[src/logic/sysctl_pkg.sv]
// Shared constants and carrier types for the system control register bank.
package sysctl_pkg;

  localparam logic [7:0]  ADDR_DEVICE_IDENTITY  = 8'h00;
  localparam logic [7:0]  ADDR_VENDOR_CODE      = 8'h04;
  localparam logic [7:0]  ADDR_PRODUCT_CODE     = 8'h06;
  localparam logic [7:0]  ADDR_PD_REVISION      = 8'h08;
  localparam logic [7:0]  ADDR_CONNECTOR_REV    = 8'h0A;
  localparam logic [7:0]  ADDR_WAKE_PROBE       = 8'h0E;
  localparam logic [7:0]  ADDR_TARGET_ADDRESS   = 8'h1A;
  // Registers of our own for the timer, pins and over-current event.
  localparam logic [7:0]  ADDR_TIMER_LO         = 8'h20;
  localparam logic [7:0]  ADDR_TIMER_HI         = 8'h21;
  localparam logic [7:0]  ADDR_TIMER_CTRL       = 8'h22;
  localparam logic [7:0]  ADDR_PIN_OUT_LO       = 8'h24;
  localparam logic [7:0]  ADDR_PIN_OUT_HI       = 8'h25;
  localparam logic [7:0]  ADDR_PIN_GUARD_LO     = 8'h26;
  localparam logic [7:0]  ADDR_PIN_GUARD_HI     = 8'h27;
  localparam logic [7:0]  ADDR_OC_STATUS        = 8'h28;

  localparam logic [15:0] RESET_PD_REVISION     = 16'h3010;
  localparam logic [15:0] RESET_CONNECTOR_REV   = 16'h0012;
  localparam logic [7:0]  WAKE_PROBE_VALUE      = 8'h02;
  localparam logic [15:0] RESET_PIN_OUT         = 16'h0000;
  localparam logic [15:0] RESET_PIN_GUARD       = 16'h0000;
  localparam logic [7:0]  READ_ZERO             = 8'h00;

  // Keep-alive oscillator rate; its edge is sampled in the main clock domain.
  localparam int          KEEPALIVE_HZ          = 20000;

  typedef struct packed {
    logic       valid;
    logic       write;
    logic [7:0] addr;
    logic [7:0] wdata;
  } reg_req_t;

  typedef struct packed {
    logic       addrOvrEn;
    logic [6:0] ovrAddr;
    logic       pdRevValid;
    logic [15:0] pdRev;
    logic       connRevValid;
    logic [15:0] connRev;
  } otp_fields_t;

endpackage : sysctl_pkg

[src/logic/system_control_registers.sv]
// System control register bank with one-shot timer, pin override and over-current events.
// Overview of operation
// Sixteen-bit one-shot down counter stepped by the 20 kHz keep-alive tick.
// On underflow raise the timer interrupt and halt; no automatic reload.
// Up to ten general purpose pins are driven from host-programmed values.
// Error conditions force guarded pins low in hardware without software help.
// Either over-current comparator input sets a sticky, readable event.
// Host must not write reserved addresses; such writes are simply dropped here.
// Identity word gives device code high half and revision low half, read-only.
// Wide registers sit little-endian, low byte at the base address.
// Read-write vendor code at byte four, reset to a fixed code.
// Read-write product code at byte six, reset to a fixed code.
// Delivery revision loads from OTP at reset, else 3010h.
// Connector revision loads from OTP at reset, else 12h.
// Wake probe reads 02h when operational; host polls it after wake.
// Target address bits 6:0 read-write; bit 7 reserved, reads zero.
// Target address from strap at reset, or OTP override address if enabled.
// Strap is sampled on every chip-level reset to set the target address.
// While powered down the read data output is driven low.
// Writes to read-only registers or bits are ignored.
`timescale 1ns/100ps
module system_control_registers
  import sysctl_pkg::*;
#(
  parameter int          PIN_COUNT   = 10,
  parameter logic [15:0] DEVICE_CODE = 16'h1234, // Arbitrary value.
  parameter logic [15:0] SILICON_REV = 16'h0001, // Arbitrary value.
  parameter logic [15:0] VENDOR_CODE = 16'hABCD, // Arbitrary value.
  parameter logic [15:0] PRODUCT_CODE = 16'h5678 // Arbitrary value.
)(
  input  wire logic                 ref_clk,
  input  wire logic                 srst,
  input  wire logic                 clkEn,
  input  wire reg_req_t             regReq,
  output logic [7:0]                regRdata,
  output logic                      regRvalid,
  input  wire otp_fields_t          otp,
  input  wire logic [6:0]           cfgStrapAddr,
  input  wire logic                 poweredDown,
  input  wire logic                 keepAliveClk,
  input  wire logic                 overcurrent_sense_input_a,
  input  wire logic                 overcurrent_sense_input_b,
  input  wire logic                 errorCondition,
  output logic [PIN_COUNT-1:0]      general_purpose_pin,
  output logic                      timerIrq,
  output logic [6:0]                targetAddress
);

  // The value and guard registers only promise ten usable pins.
  if (PIN_COUNT < 1 || PIN_COUNT > 10)
  begin : g_bad_pin_count
    $error("PIN_COUNT must lie between 1 and 10.");
  end

  logic [15:0] vendorQ, productQ, pdRevQ, connRevQ;
  logic [6:0]  targetQ;
  logic [15:0] timerCountQ;
  logic        timerRunQ, timerIrqQ;
  logic [15:0] pinOutQ, pinGuardQ;
  logic        ocFlagAQ, ocFlagBQ;
  logic [7:0]  regRdataQ;
  logic        regRvalidQ;
  logic [2:0]  kaSyncQ, ocaSyncQ, ocbSyncQ, errSyncQ;
  logic [1:0]  pdnSyncQ;
  logic        resetSeenQ;
  logic [6:0]  strapSyncQ [2];

  wire logic wrEn = clkEn && regReq.valid && regReq.write;
  wire logic rdEn = clkEn && regReq.valid && !regReq.write;

  function automatic logic isAddr(input logic [7:0] a, input logic [7:0] base);
    return a == base;
  endfunction : isAddr

  // Two-flop synchronisers; the third stage is only used for edge detection.
  always_ff @(posedge ref_clk)
  begin
    if (srst)
    begin
      kaSyncQ  <= 3'h0;
      ocaSyncQ <= 3'h0;
      ocbSyncQ <= 3'h0;
      errSyncQ <= 3'h0;
      pdnSyncQ <= 2'h3;
    end
    else if (clkEn)
    begin
      kaSyncQ  <= {kaSyncQ[1:0], keepAliveClk};
      ocaSyncQ <= {ocaSyncQ[1:0], overcurrent_sense_input_a};
      ocbSyncQ <= {ocbSyncQ[1:0], overcurrent_sense_input_b};
      errSyncQ <= {errSyncQ[1:0], errorCondition};
      pdnSyncQ <= {pdnSyncQ[0], poweredDown};
    end
  end

  wire logic kaTick   = kaSyncQ[1] && !kaSyncQ[2];
  wire logic ocaRise  = ocaSyncQ[1] && !ocaSyncQ[2];
  wire logic ocbRise  = ocbSyncQ[1] && !ocbSyncQ[2];
  wire logic errLevel = errSyncQ[1];
  wire logic pdnLevel = pdnSyncQ[1];

  // Strap is synchronised continuously and captured in the first cycle after reset.
  always_ff @(posedge ref_clk)
  begin
    if (clkEn)
    begin
      strapSyncQ[0] <= cfgStrapAddr;
      strapSyncQ[1] <= strapSyncQ[0];
    end
  end

  always_ff @(posedge ref_clk)
  begin
    if (srst)
      resetSeenQ <= 1'b1;
    else if (clkEn)
      resetSeenQ <= 1'b0;
  end

  // Identity and revision registers, little-endian byte lanes.
  always_ff @(posedge ref_clk)
  begin
    if (srst)
    begin
      vendorQ  <= VENDOR_CODE;
      productQ <= PRODUCT_CODE;
      pdRevQ   <= 16'h0000;
      connRevQ <= 16'h0000;
    end
    else if (clkEn && resetSeenQ)
    begin
      pdRevQ   <= otp.pdRevValid ? otp.pdRev : RESET_PD_REVISION;
      connRevQ <= otp.connRevValid ? otp.connRev : RESET_CONNECTOR_REV;
    end
    else if (wrEn)
    begin
      case (regReq.addr)
        ADDR_VENDOR_CODE:             vendorQ[7:0]   <= regReq.wdata;
        ADDR_VENDOR_CODE + 8'h01:     vendorQ[15:8]  <= regReq.wdata;
        ADDR_PRODUCT_CODE:            productQ[7:0]  <= regReq.wdata;
        ADDR_PRODUCT_CODE + 8'h01:    productQ[15:8] <= regReq.wdata;
        ADDR_PD_REVISION:             pdRevQ[7:0]    <= regReq.wdata;
        ADDR_PD_REVISION + 8'h01:     pdRevQ[15:8]   <= regReq.wdata;
        ADDR_CONNECTOR_REV:           connRevQ[7:0]  <= regReq.wdata;
        ADDR_CONNECTOR_REV + 8'h01:   connRevQ[15:8] <= regReq.wdata;
        default:                ;
      endcase
    end
  end

  // Target address: strap or OTP override after every reset, then host writable.
  always_ff @(posedge ref_clk)
  begin
    if (srst)
      targetQ <= 7'h00;
    else if (clkEn && resetSeenQ)
      targetQ <= otp.addrOvrEn ? otp.ovrAddr : strapSyncQ[1];
    else if (wrEn && isAddr(regReq.addr, ADDR_TARGET_ADDRESS))
      targetQ <= regReq.wdata[6:0];
  end

  // One-shot timer: a control write of bit 0 starts it, underflow halts it and raises the interrupt.
  always_ff @(posedge ref_clk)
  begin
    if (srst)
    begin
      timerCountQ <= 16'h0000;
      timerRunQ   <= 1'b0;
      timerIrqQ   <= 1'b0;
    end
    else if (clkEn)
    begin
      if (wrEn && isAddr(regReq.addr, ADDR_TIMER_LO))
        timerCountQ[7:0] <= regReq.wdata;
      else if (wrEn && isAddr(regReq.addr, ADDR_TIMER_HI))
        timerCountQ[15:8] <= regReq.wdata;
      else if (timerRunQ && kaTick)
        timerCountQ <= timerCountQ - 16'h0001;
      if (timerRunQ && kaTick && timerCountQ == 16'h0000)
      begin
        timerRunQ <= 1'b0;
        timerIrqQ <= 1'b1;
      end
      else if (wrEn && isAddr(regReq.addr, ADDR_TIMER_CTRL))
      begin
        timerRunQ <= regReq.wdata[0];
        if (regReq.wdata[1])
          timerIrqQ <= 1'b0;
      end
    end
  end

  // Pin values and the guard mask that names pins forced low on error.
  always_ff @(posedge ref_clk)
  begin
    if (srst)
    begin
      pinOutQ   <= RESET_PIN_OUT;
      pinGuardQ <= RESET_PIN_GUARD;
    end
    else if (wrEn)
    begin
      case (regReq.addr)
        ADDR_PIN_OUT_LO:   pinOutQ[7:0]    <= regReq.wdata;
        ADDR_PIN_OUT_HI:   pinOutQ[15:8]   <= regReq.wdata;
        ADDR_PIN_GUARD_LO: pinGuardQ[7:0]  <= regReq.wdata;
        ADDR_PIN_GUARD_HI: pinGuardQ[15:8] <= regReq.wdata;
        default:           ;
      endcase
    end
  end

  // The override is registered right here, so latency is a fixed one cycle after sync.
  always_ff @(posedge ref_clk)
  begin
    if (srst)
      general_purpose_pin <= '0;
    else if (clkEn)
      general_purpose_pin <= pinOutQ[PIN_COUNT-1:0] & ~(pinGuardQ[PIN_COUNT-1:0] & {PIN_COUNT{errLevel}});
  end

  // Sticky over-current flags; a new event wins over a clear in the same cycle.
  always_ff @(posedge ref_clk)
  begin
    if (srst)
    begin
      ocFlagAQ <= 1'b0;
      ocFlagBQ <= 1'b0;
    end
    else if (clkEn)
    begin
      if (ocaRise)
        ocFlagAQ <= 1'b1;
      else if (wrEn && isAddr(regReq.addr, ADDR_OC_STATUS) && regReq.wdata[0])
        ocFlagAQ <= 1'b0;
      if (ocbRise)
        ocFlagBQ <= 1'b1;
      else if (wrEn && isAddr(regReq.addr, ADDR_OC_STATUS) && regReq.wdata[1])
        ocFlagBQ <= 1'b0;
    end
  end

  // Read path, registered one cycle after the request and at the port one cycle later; zero while powered down.
  always_ff @(posedge ref_clk)
  begin
    if (srst)
    begin
      regRdataQ  <= READ_ZERO;
      regRvalidQ <= 1'b0;
    end
    else if (clkEn)
    begin
      regRvalidQ <= rdEn;
      if (!rdEn || pdnLevel)
        regRdataQ <= READ_ZERO;
      else
      begin
        case (regReq.addr)
          ADDR_DEVICE_IDENTITY:     regRdataQ <= SILICON_REV[7:0];
          ADDR_DEVICE_IDENTITY + 8'h01: regRdataQ <= SILICON_REV[15:8];
          ADDR_DEVICE_IDENTITY + 8'h02: regRdataQ <= DEVICE_CODE[7:0];
          ADDR_DEVICE_IDENTITY + 8'h03: regRdataQ <= DEVICE_CODE[15:8];
          ADDR_VENDOR_CODE:         regRdataQ <= vendorQ[7:0];
          ADDR_VENDOR_CODE + 8'h01:     regRdataQ <= vendorQ[15:8];
          ADDR_PRODUCT_CODE:        regRdataQ <= productQ[7:0];
          ADDR_PRODUCT_CODE + 8'h01:    regRdataQ <= productQ[15:8];
          ADDR_PD_REVISION:         regRdataQ <= pdRevQ[7:0];
          ADDR_PD_REVISION + 8'h01:     regRdataQ <= pdRevQ[15:8];
          ADDR_CONNECTOR_REV:       regRdataQ <= connRevQ[7:0];
          ADDR_CONNECTOR_REV + 8'h01:   regRdataQ <= connRevQ[15:8];
          ADDR_WAKE_PROBE:          regRdataQ <= WAKE_PROBE_VALUE;
          ADDR_TARGET_ADDRESS:      regRdataQ <= {1'b0, targetQ};
          ADDR_TIMER_LO:            regRdataQ <= timerCountQ[7:0];
          ADDR_TIMER_HI:            regRdataQ <= timerCountQ[15:8];
          ADDR_TIMER_CTRL:          regRdataQ <= {6'h00, timerIrqQ, timerRunQ};
          ADDR_PIN_OUT_LO:          regRdataQ <= pinOutQ[7:0];
          ADDR_PIN_OUT_HI:          regRdataQ <= pinOutQ[15:8];
          ADDR_PIN_GUARD_LO:        regRdataQ <= pinGuardQ[7:0];
          ADDR_PIN_GUARD_HI:        regRdataQ <= pinGuardQ[15:8];
          ADDR_OC_STATUS:           regRdataQ <= {6'h00, ocFlagBQ, ocFlagAQ};
          default:                  regRdataQ <= READ_ZERO;
        endcase
      end
    end
  end

  always_ff @(posedge ref_clk)
  begin
    if (srst)
    begin
      regRdata      <= READ_ZERO;
      regRvalid     <= 1'b0;
      timerIrq      <= 1'b0;
      targetAddress <= 7'h00;
    end
    else if (clkEn)
    begin
      regRdata      <= regRdataQ;
      regRvalid     <= regRvalidQ;
      timerIrq      <= timerIrqQ;
      targetAddress <= targetQ;
    end
  end
endmodule : system_control_registers

[config.mk]
export PLATFORM = sky130hd
export DESIGN_NAME = system_control_registers
export DESIGN_NICKNAME = d
export VERILOG_FILES = /design/src/logic/sysctl_pkg.sv /design/src/logic/system_control_registers.sv
export SDC_FILE = /design/constraint.sdc
export NUM_CORES = 1
export LEC_CHECK = 0
export BUFFER_PORTS_ARGS = -buffer_cell sky130_fd_sc_hd__buf_4
export CAP_MARGIN = 30
export CORE_MARGIN = 5
export CORE_UTILIZATION = 40
export CTS_CLUSTER_DIAMETER = 80
export DETAILED_ROUTE_END_ITERATION = 8
export PLACE_DENSITY = 0.61
export SYNTH_ARGS = -nofsm -noshare
export SYNTH_HDL_FRONTEND = slang
export SYNTH_SLANG_ARGS = --single-unit
[constraint.sdc]
create_clock -name ref_clk -period 2.7 [get_ports ref_clk]
set_clock_uncertainty 0.15 [all_clocks]
set_input_delay 0.54 -clock ref_clk [delete_from_list [all_inputs] [get_ports ref_clk]]
set_output_delay 0.54 -clock ref_clk [all_outputs]
set_load 0.03 [all_outputs]
-- Yosys cells after proc, flatten, opt, wreduce, memory -nomap -nowiden
Memory sizes are Yosys's and may differ from the RTL's.
Cells that the tools add are included.
- register bits: 173
- bits in writable memories: 14
- memory bits (read-only): 0
- memories: 1
- output and inout bits: 27
- logic and storage cells: 144
- bits in latches: 0
- memory list (name ; depth ; bits a word ; rd ports ; clocked after Yosys merged registers in ; write ports ; RTL line ; text):
    strapSyncQ ; 2 ; 7 ; 2 ; 0 ; 2 ; system_control_registers.sv:66 ; logic [6:0] strapSyncQ [2];
- muxes and demuxes: 30
- bitwise operators: 5
- reductions and logical operators: 54
- equality and inequality tests: 21
- div/mod/pow operators: 0
- add/subtract/negate cells: 1
- shifts and indexed selects: 0
- multipliers: 0
- order comparisons: 0
- operator list (kind ; number):
    8-bit one-hot mux with 21 select lines ; 1
    16-bit two-way mux ; 7
    8-bit by 6-bit equality test with 1-bit output, second input constant ; 8
    8-bit two-way mux ; 8
    8-bit by 4-bit equality test with 1-bit output, second input constant ; 5
    8-bit by 3-bit equality test with 1-bit output, second input constant ; 4
    2-bit nonzero test ; 12
    2-bit AND reduction ; 11
    7-bit two-way mux ; 3
    3-bit AND reduction ; 7
    10-bit bitwise AND ; 2
    8-bit by 2-bit equality test with 1-bit output, second input constant ; 2
    1-bit logical AND ; 16
    16-bit zero test ; 1
    16-bit by 1-bit subtractor with 16-bit output, second input constant ; 1
    1-bit two-way mux ; 11
    10-bit inverter ; 1
    8-bit by 5-bit equality test with 1-bit output, second input constant ; 1
    8-bit zero test ; 1
    1-bit zero test ; 5
    2-bit != test, second input constant ; 1
    1-bit inverter ; 2
    1-bit logical OR ; 1

-- Depth between registers and ports, before layout
- depth in word-level cells: 6
- depth in mapped cells: 9

-- Worst setup path after synthesis
OpenSTA, ideal clock, no wires.
- kind: in2reg
- start: input regReq[12] in the netlist's numbering
- end: register timerCountQ[8]
- stages: 7
- buffers on the path: 2
- data arrival time: 2108 ps
- slack: 309 ps
- setup time: 133 ps
- data required time: 2417 ps
- cell sequence: or4b_1 > buf_4 > o31a_1 > o21a_1 > buf_4 > a21oi_1 > a211oi_2
- cells in the longest elaborated chain, start to end: 4
- elaborated cells on any way between the ends: 8
- RTL lines (item ; RTL line ; text):
    from (decl) ; system_control_registers.sv:34 ; input wire reg_req_t regReq,
    8-bit by 6-bit equality test with 1-bit output ; system_control_registers.sv:72 ; return a == base;
    1-bit logical AND, on equally long branches ; system_control_registers.sv:175, system_control_registers.sv:173 ;
    2-bit nonzero test (no source line) / 1-bit inverter (equally long branches) ; -- ;
    3-bit AND reduction (no source line) ; -- ;
    to (signal assigned) ; system_control_registers.sv:176 ; timerCountQ[15:8] <= regReq.wdata;
    to (signal assigned) ; system_control_registers.sv:178 ; timerCountQ <= timerCountQ - 16'h0001;
    to (decl) ; system_control_registers.sv:57 ; logic [15:0] timerCountQ;
Parallel ways exist; a longest one is shown, timed or not.
A chain may end at the register's enable or synchronous reset.

-- Final worst setup path
- start: input regReq[12] in the netlist's numbering
- end: register timerCountQ[1]
- cells in the longest elaborated chain, start to end: 4
- elaborated cells on any way between the ends: 8
- RTL lines (item ; RTL line ; text):
    8-bit by 6-bit equality test with 1-bit output ; system_control_registers.sv:72 ;
    1-bit logical AND, on equally long branches ; system_control_registers.sv:173, system_control_registers.sv:175 ;
    2-bit != test (no source line) / 2-bit nonzero test (equally long branches) ; -- ;
    3-bit AND reduction (no source line) ; -- ;
    to (signal assigned) ; system_control_registers.sv:174 ; timerCountQ[7:0] <= regReq.wdata;
    to (signal assigned) ; system_control_registers.sv:178 ;
Parallel ways exist; a longest one is shown, timed or not.

==> summary.txt <==
Setup path
  – Critical path peak fanout: 7
  – CP Cell Sequence: buf_4 > or4b_1 > buf_4 > nor4_1 > o21ai_2 > a211o_1 > a21oi_1
  – R2R Setup Slk: 570 ps
  – R2R Path Start: timerCountQ[2]
  – CP required: 2930 ps
  – Crit path top cell by count: buf_4
  – Critical path type: input pin to register
  – Crit start category: input pin
  – Worst Path Buf+Inv: 2
  – RR Endpoint: timerCountQ[13]
  – Worst Path Arrival: roughly 2600 ps
  – CP max-delay cell: or4b_1
  – Worst r2r path cells: 5
  – Crit path largest cell delay: 710 ps
  – CP Capture Type: register
  – CP delay by family, top: simple AND/OR/NAND/NOR gates

Die
  – Core area: 0.0226 sq mm
  – Row count: 55
  – Die Y: 162 um
  – Initial Utilization: 40.7%
  – Die Area: 0.0262 sq mm
  – Io pins: 102
  – Die width: 162 um

Power
  – Pwr Density: around 540 mW/mm^2
  – Clk pwr share: 42.5%
  – Gate power share: between 10% and 20%
  – Lkg Pwr: 4.29 nW
  – Sw Share: between 20 and 30%
  – P_int: 4.45 mW
  – Worst vdd ir: around 0.38 mV
  – Sequential share of power: 47.3%
  – Final Total Pwr: 6.18 mW
  – P_sw: approximately 1.7 mW

Global routing
  – First-pass GRT wire length: between 50,000 and 60,000 um
  – Vias in the first global route: 8,325
  – Gr usage total: between 20% and 30%
  – Initial antenna violation count: 0
  – Pin count of the biggest net entering global routing: between 60 and 70
  – Total global routing overflow: 0

Route
  – Avg WL per Cell: 22.5 um
  – Via density: between 5 and 6
  – Residual DRC: 0
  – Starting DRT DRC Count: approximately 830
  – 1st-pass router iterations: 6
  – Total wire length: 33,000 um
  – Final antenna-violating net count: 0
  – Vias: 8,714

Timing
  – RSZ-0062 raised after global routing: no
  – TNS Setup: 0 ps
  – Worst-margin pin slew: a little under 900 ps
  – Tmin final: 2340 ps
  – Period Utilization, post-route: 86.5%
  – Setup-failing EPs final: 0
  – Max Slew Vio Count: 0
  – Max Clk Rate: 428 MHz
  – Max-Slew Margin vs Limit: 40.8%
  – Final Hold Fails: 0

Yosys
  – Synth Flop Type: dfxtp_1
  – Count leader, synth: dfxtp_1
  – Mapped cell area: 0.00921 sq mm
  – Ranking of synthesized cells by area: dfxtp_1, mux2i_1, a21oi_1, edfxtp_1, nor2_1
  – Gate count after technology mapping: 1,044
  – Share of the synthesized area in the top cell type: 37.6%
  – Yosys top cell by area: dfxtp_1
  – Post-synth top cells: dfxtp_1, mux2i_1, nor2_1, nand2_1, a21oi_1
  – Post-synth EDFFs: 14
  – Sequential-to-total area share from yosys stat: between 40% and 50%
  – Avg Cell Area, Syn: 8.83 sq um
  – Cell variety after synth: 77
  – Seq cells post-synth: 187
  – FFs w/ async S/R, synth: 0%
  – Net Count, Synth: 1,121
  – Syn. warnings: 0

Finish
  – Finished Layout Cells: about 1,500
  – Nets: 1,244
  – Area growth syn-to-layout: 23.3%
  – Antenna cells: 0
  – Filler cells: around 2,200
  – Share of cells above drive strength 1: around 22%

Min path
  – Hold EP: strapSyncQ[0][4]
  – Hold Path Class: input pin to register
  – Hold-critical path depth: 1
  – Worst Min Path Start: cfgStrapAddr[4]

Placement
  – Number of port buffers: 101
  – Dpl hpwl: about 24,000 um
  – GPL Wtd Cong: 1.03
  – Dpl cells: 1,433

CTS
  – Worst-path clk slew: approximately 80 ps
  – Root Driver: clkbuf_16
  – Skew-Pair Late Insertion Delay: 440 ps
  – Cts bufs inserted: 17
  – H-tree Lvls: 4
  – Worst-case clock buffer depth: 2
  – Clock sinks: 187
  – CTS resizes: 0
  – # hold bufs at CTS: 0
  – Setup Fix Bufs, Post-CTS: 0
  – TritonCTS clock tree: done

Run
  – MaxCap Viol Count: 0

Status
  – Outcome: finished clean
[cell usage in the layout (no fill, tap or decap), types with 8 or more instances in the layout]
master	instances
buf_4	195
dfxtp_1	173
mux2i_1	96
nor2_1	94
nand2_1	91
a21oi_1	87
nand3_1	60
a211oi_1	36
nor2b_1	25
a211o_1	22
o21ai_0	17
clkbuf_16	17
edfxtp_1	14
inv_1	13
and3_1	12
a22oi_1	11
nand4_1	11
a32oi_1	10
nand2b_1	10
nor3_1	10
a31oi_1	9
nor4_1	9
a311oi_1	8
[per-layer routing]
layer	vias up	GRT usage (%)	wire length [um]
met5	-	0	0
met1	4202	35.4	15000
met2	333	37.5	14400
li1	4114	-	-
met4	0	9.53	1180
met3	65	4.85	2420
[per-stage QoR]
| step | hold slack (ps) | util, % | worst slack [ps] | instance area [sq um] |
|---|---|---|---|---|
| floorplan | 250 | - | 309 | 9210 |
| global placement | 250 | 47.4 | 29.1 | 10700 |
| detailed placement | 257 | 47.4 | -60.1 | 10700 |
| CTS | 104 | 50.2 | 386 | 11400 |
| global route | 96.7 | 50.2 | 320 | 11400 |
| finish | 116 | 50.2 | 365 | 11400 |
[worst max-delay path by stage]
stage | startpoint | to | slack, ps | cells past startpoint
5_1_grt | regReq[12] | regRdataQ[6] | 320 | 7
3_3_place_gp | regReq[12] | regRdataQ[1] | 30 | 8
2_1_floorplan | regReq[12] | timerCountQ[8] | 310 | 7
6_report | regReq[12] | timerCountQ[1] | 360 | 7
4_1_cts | regReq[12] | timerCountQ[1] | 390 | 7
3_5_place_dp | regReq[12] | timerCountQ[1] | -60 | 7
[cell type report]
type                       instances  area (sq um)  area share [%]
inverter                          14          52.6           0.463
multi-input combinational        748          4910            43.2
clock inverter                    15           190            1.67
timing repair buffer             199          1540            13.6
tap                              285           357            3.14
clock buffer                      17           425            3.75
sequential                       187          3880            34.2
[cell families after synthesis]
logic type                 Yosys count  synth area share [%]
DFF                                187                  42.2
and+or+nand+nor                    371                  21.0
adders and majority gates            2                 0.272
AOI/OAI and AO/OA                  273                  20.7
buffers and inverters              109                  4.70
muxes                              102                  11.2
[power groups by stage]
stage                     Combinational, mW  Clock (mW)  Sequential [mW]
after floorplan                       0.317           0             2.96
after global placement                0.617           0             2.99
after detailed placement              0.618           0             2.99
after CTS                             0.619        2.65             2.92
after global routing                  0.671        2.76             2.93
final                                 0.627        2.63             2.92
[registers in the layout (all words and copies together) (netlist names), 3 cells and up]
name / flops
ocbSyncQ: 3
kaSyncQ: 3
timerCountQ: 16
pdRevQ: 16
connRevQ: 16
general_purpose_pin: 10
regRdata: 8
ocaSyncQ: 3
productQ: 16
regRdataQ: 8
pinGuardQ: 16
strapSyncQ: 14
targetAddress: 7
pinOutQ: 16
targetQ: 7
vendorQ: 16
Power figures use the tool's default switching activity.
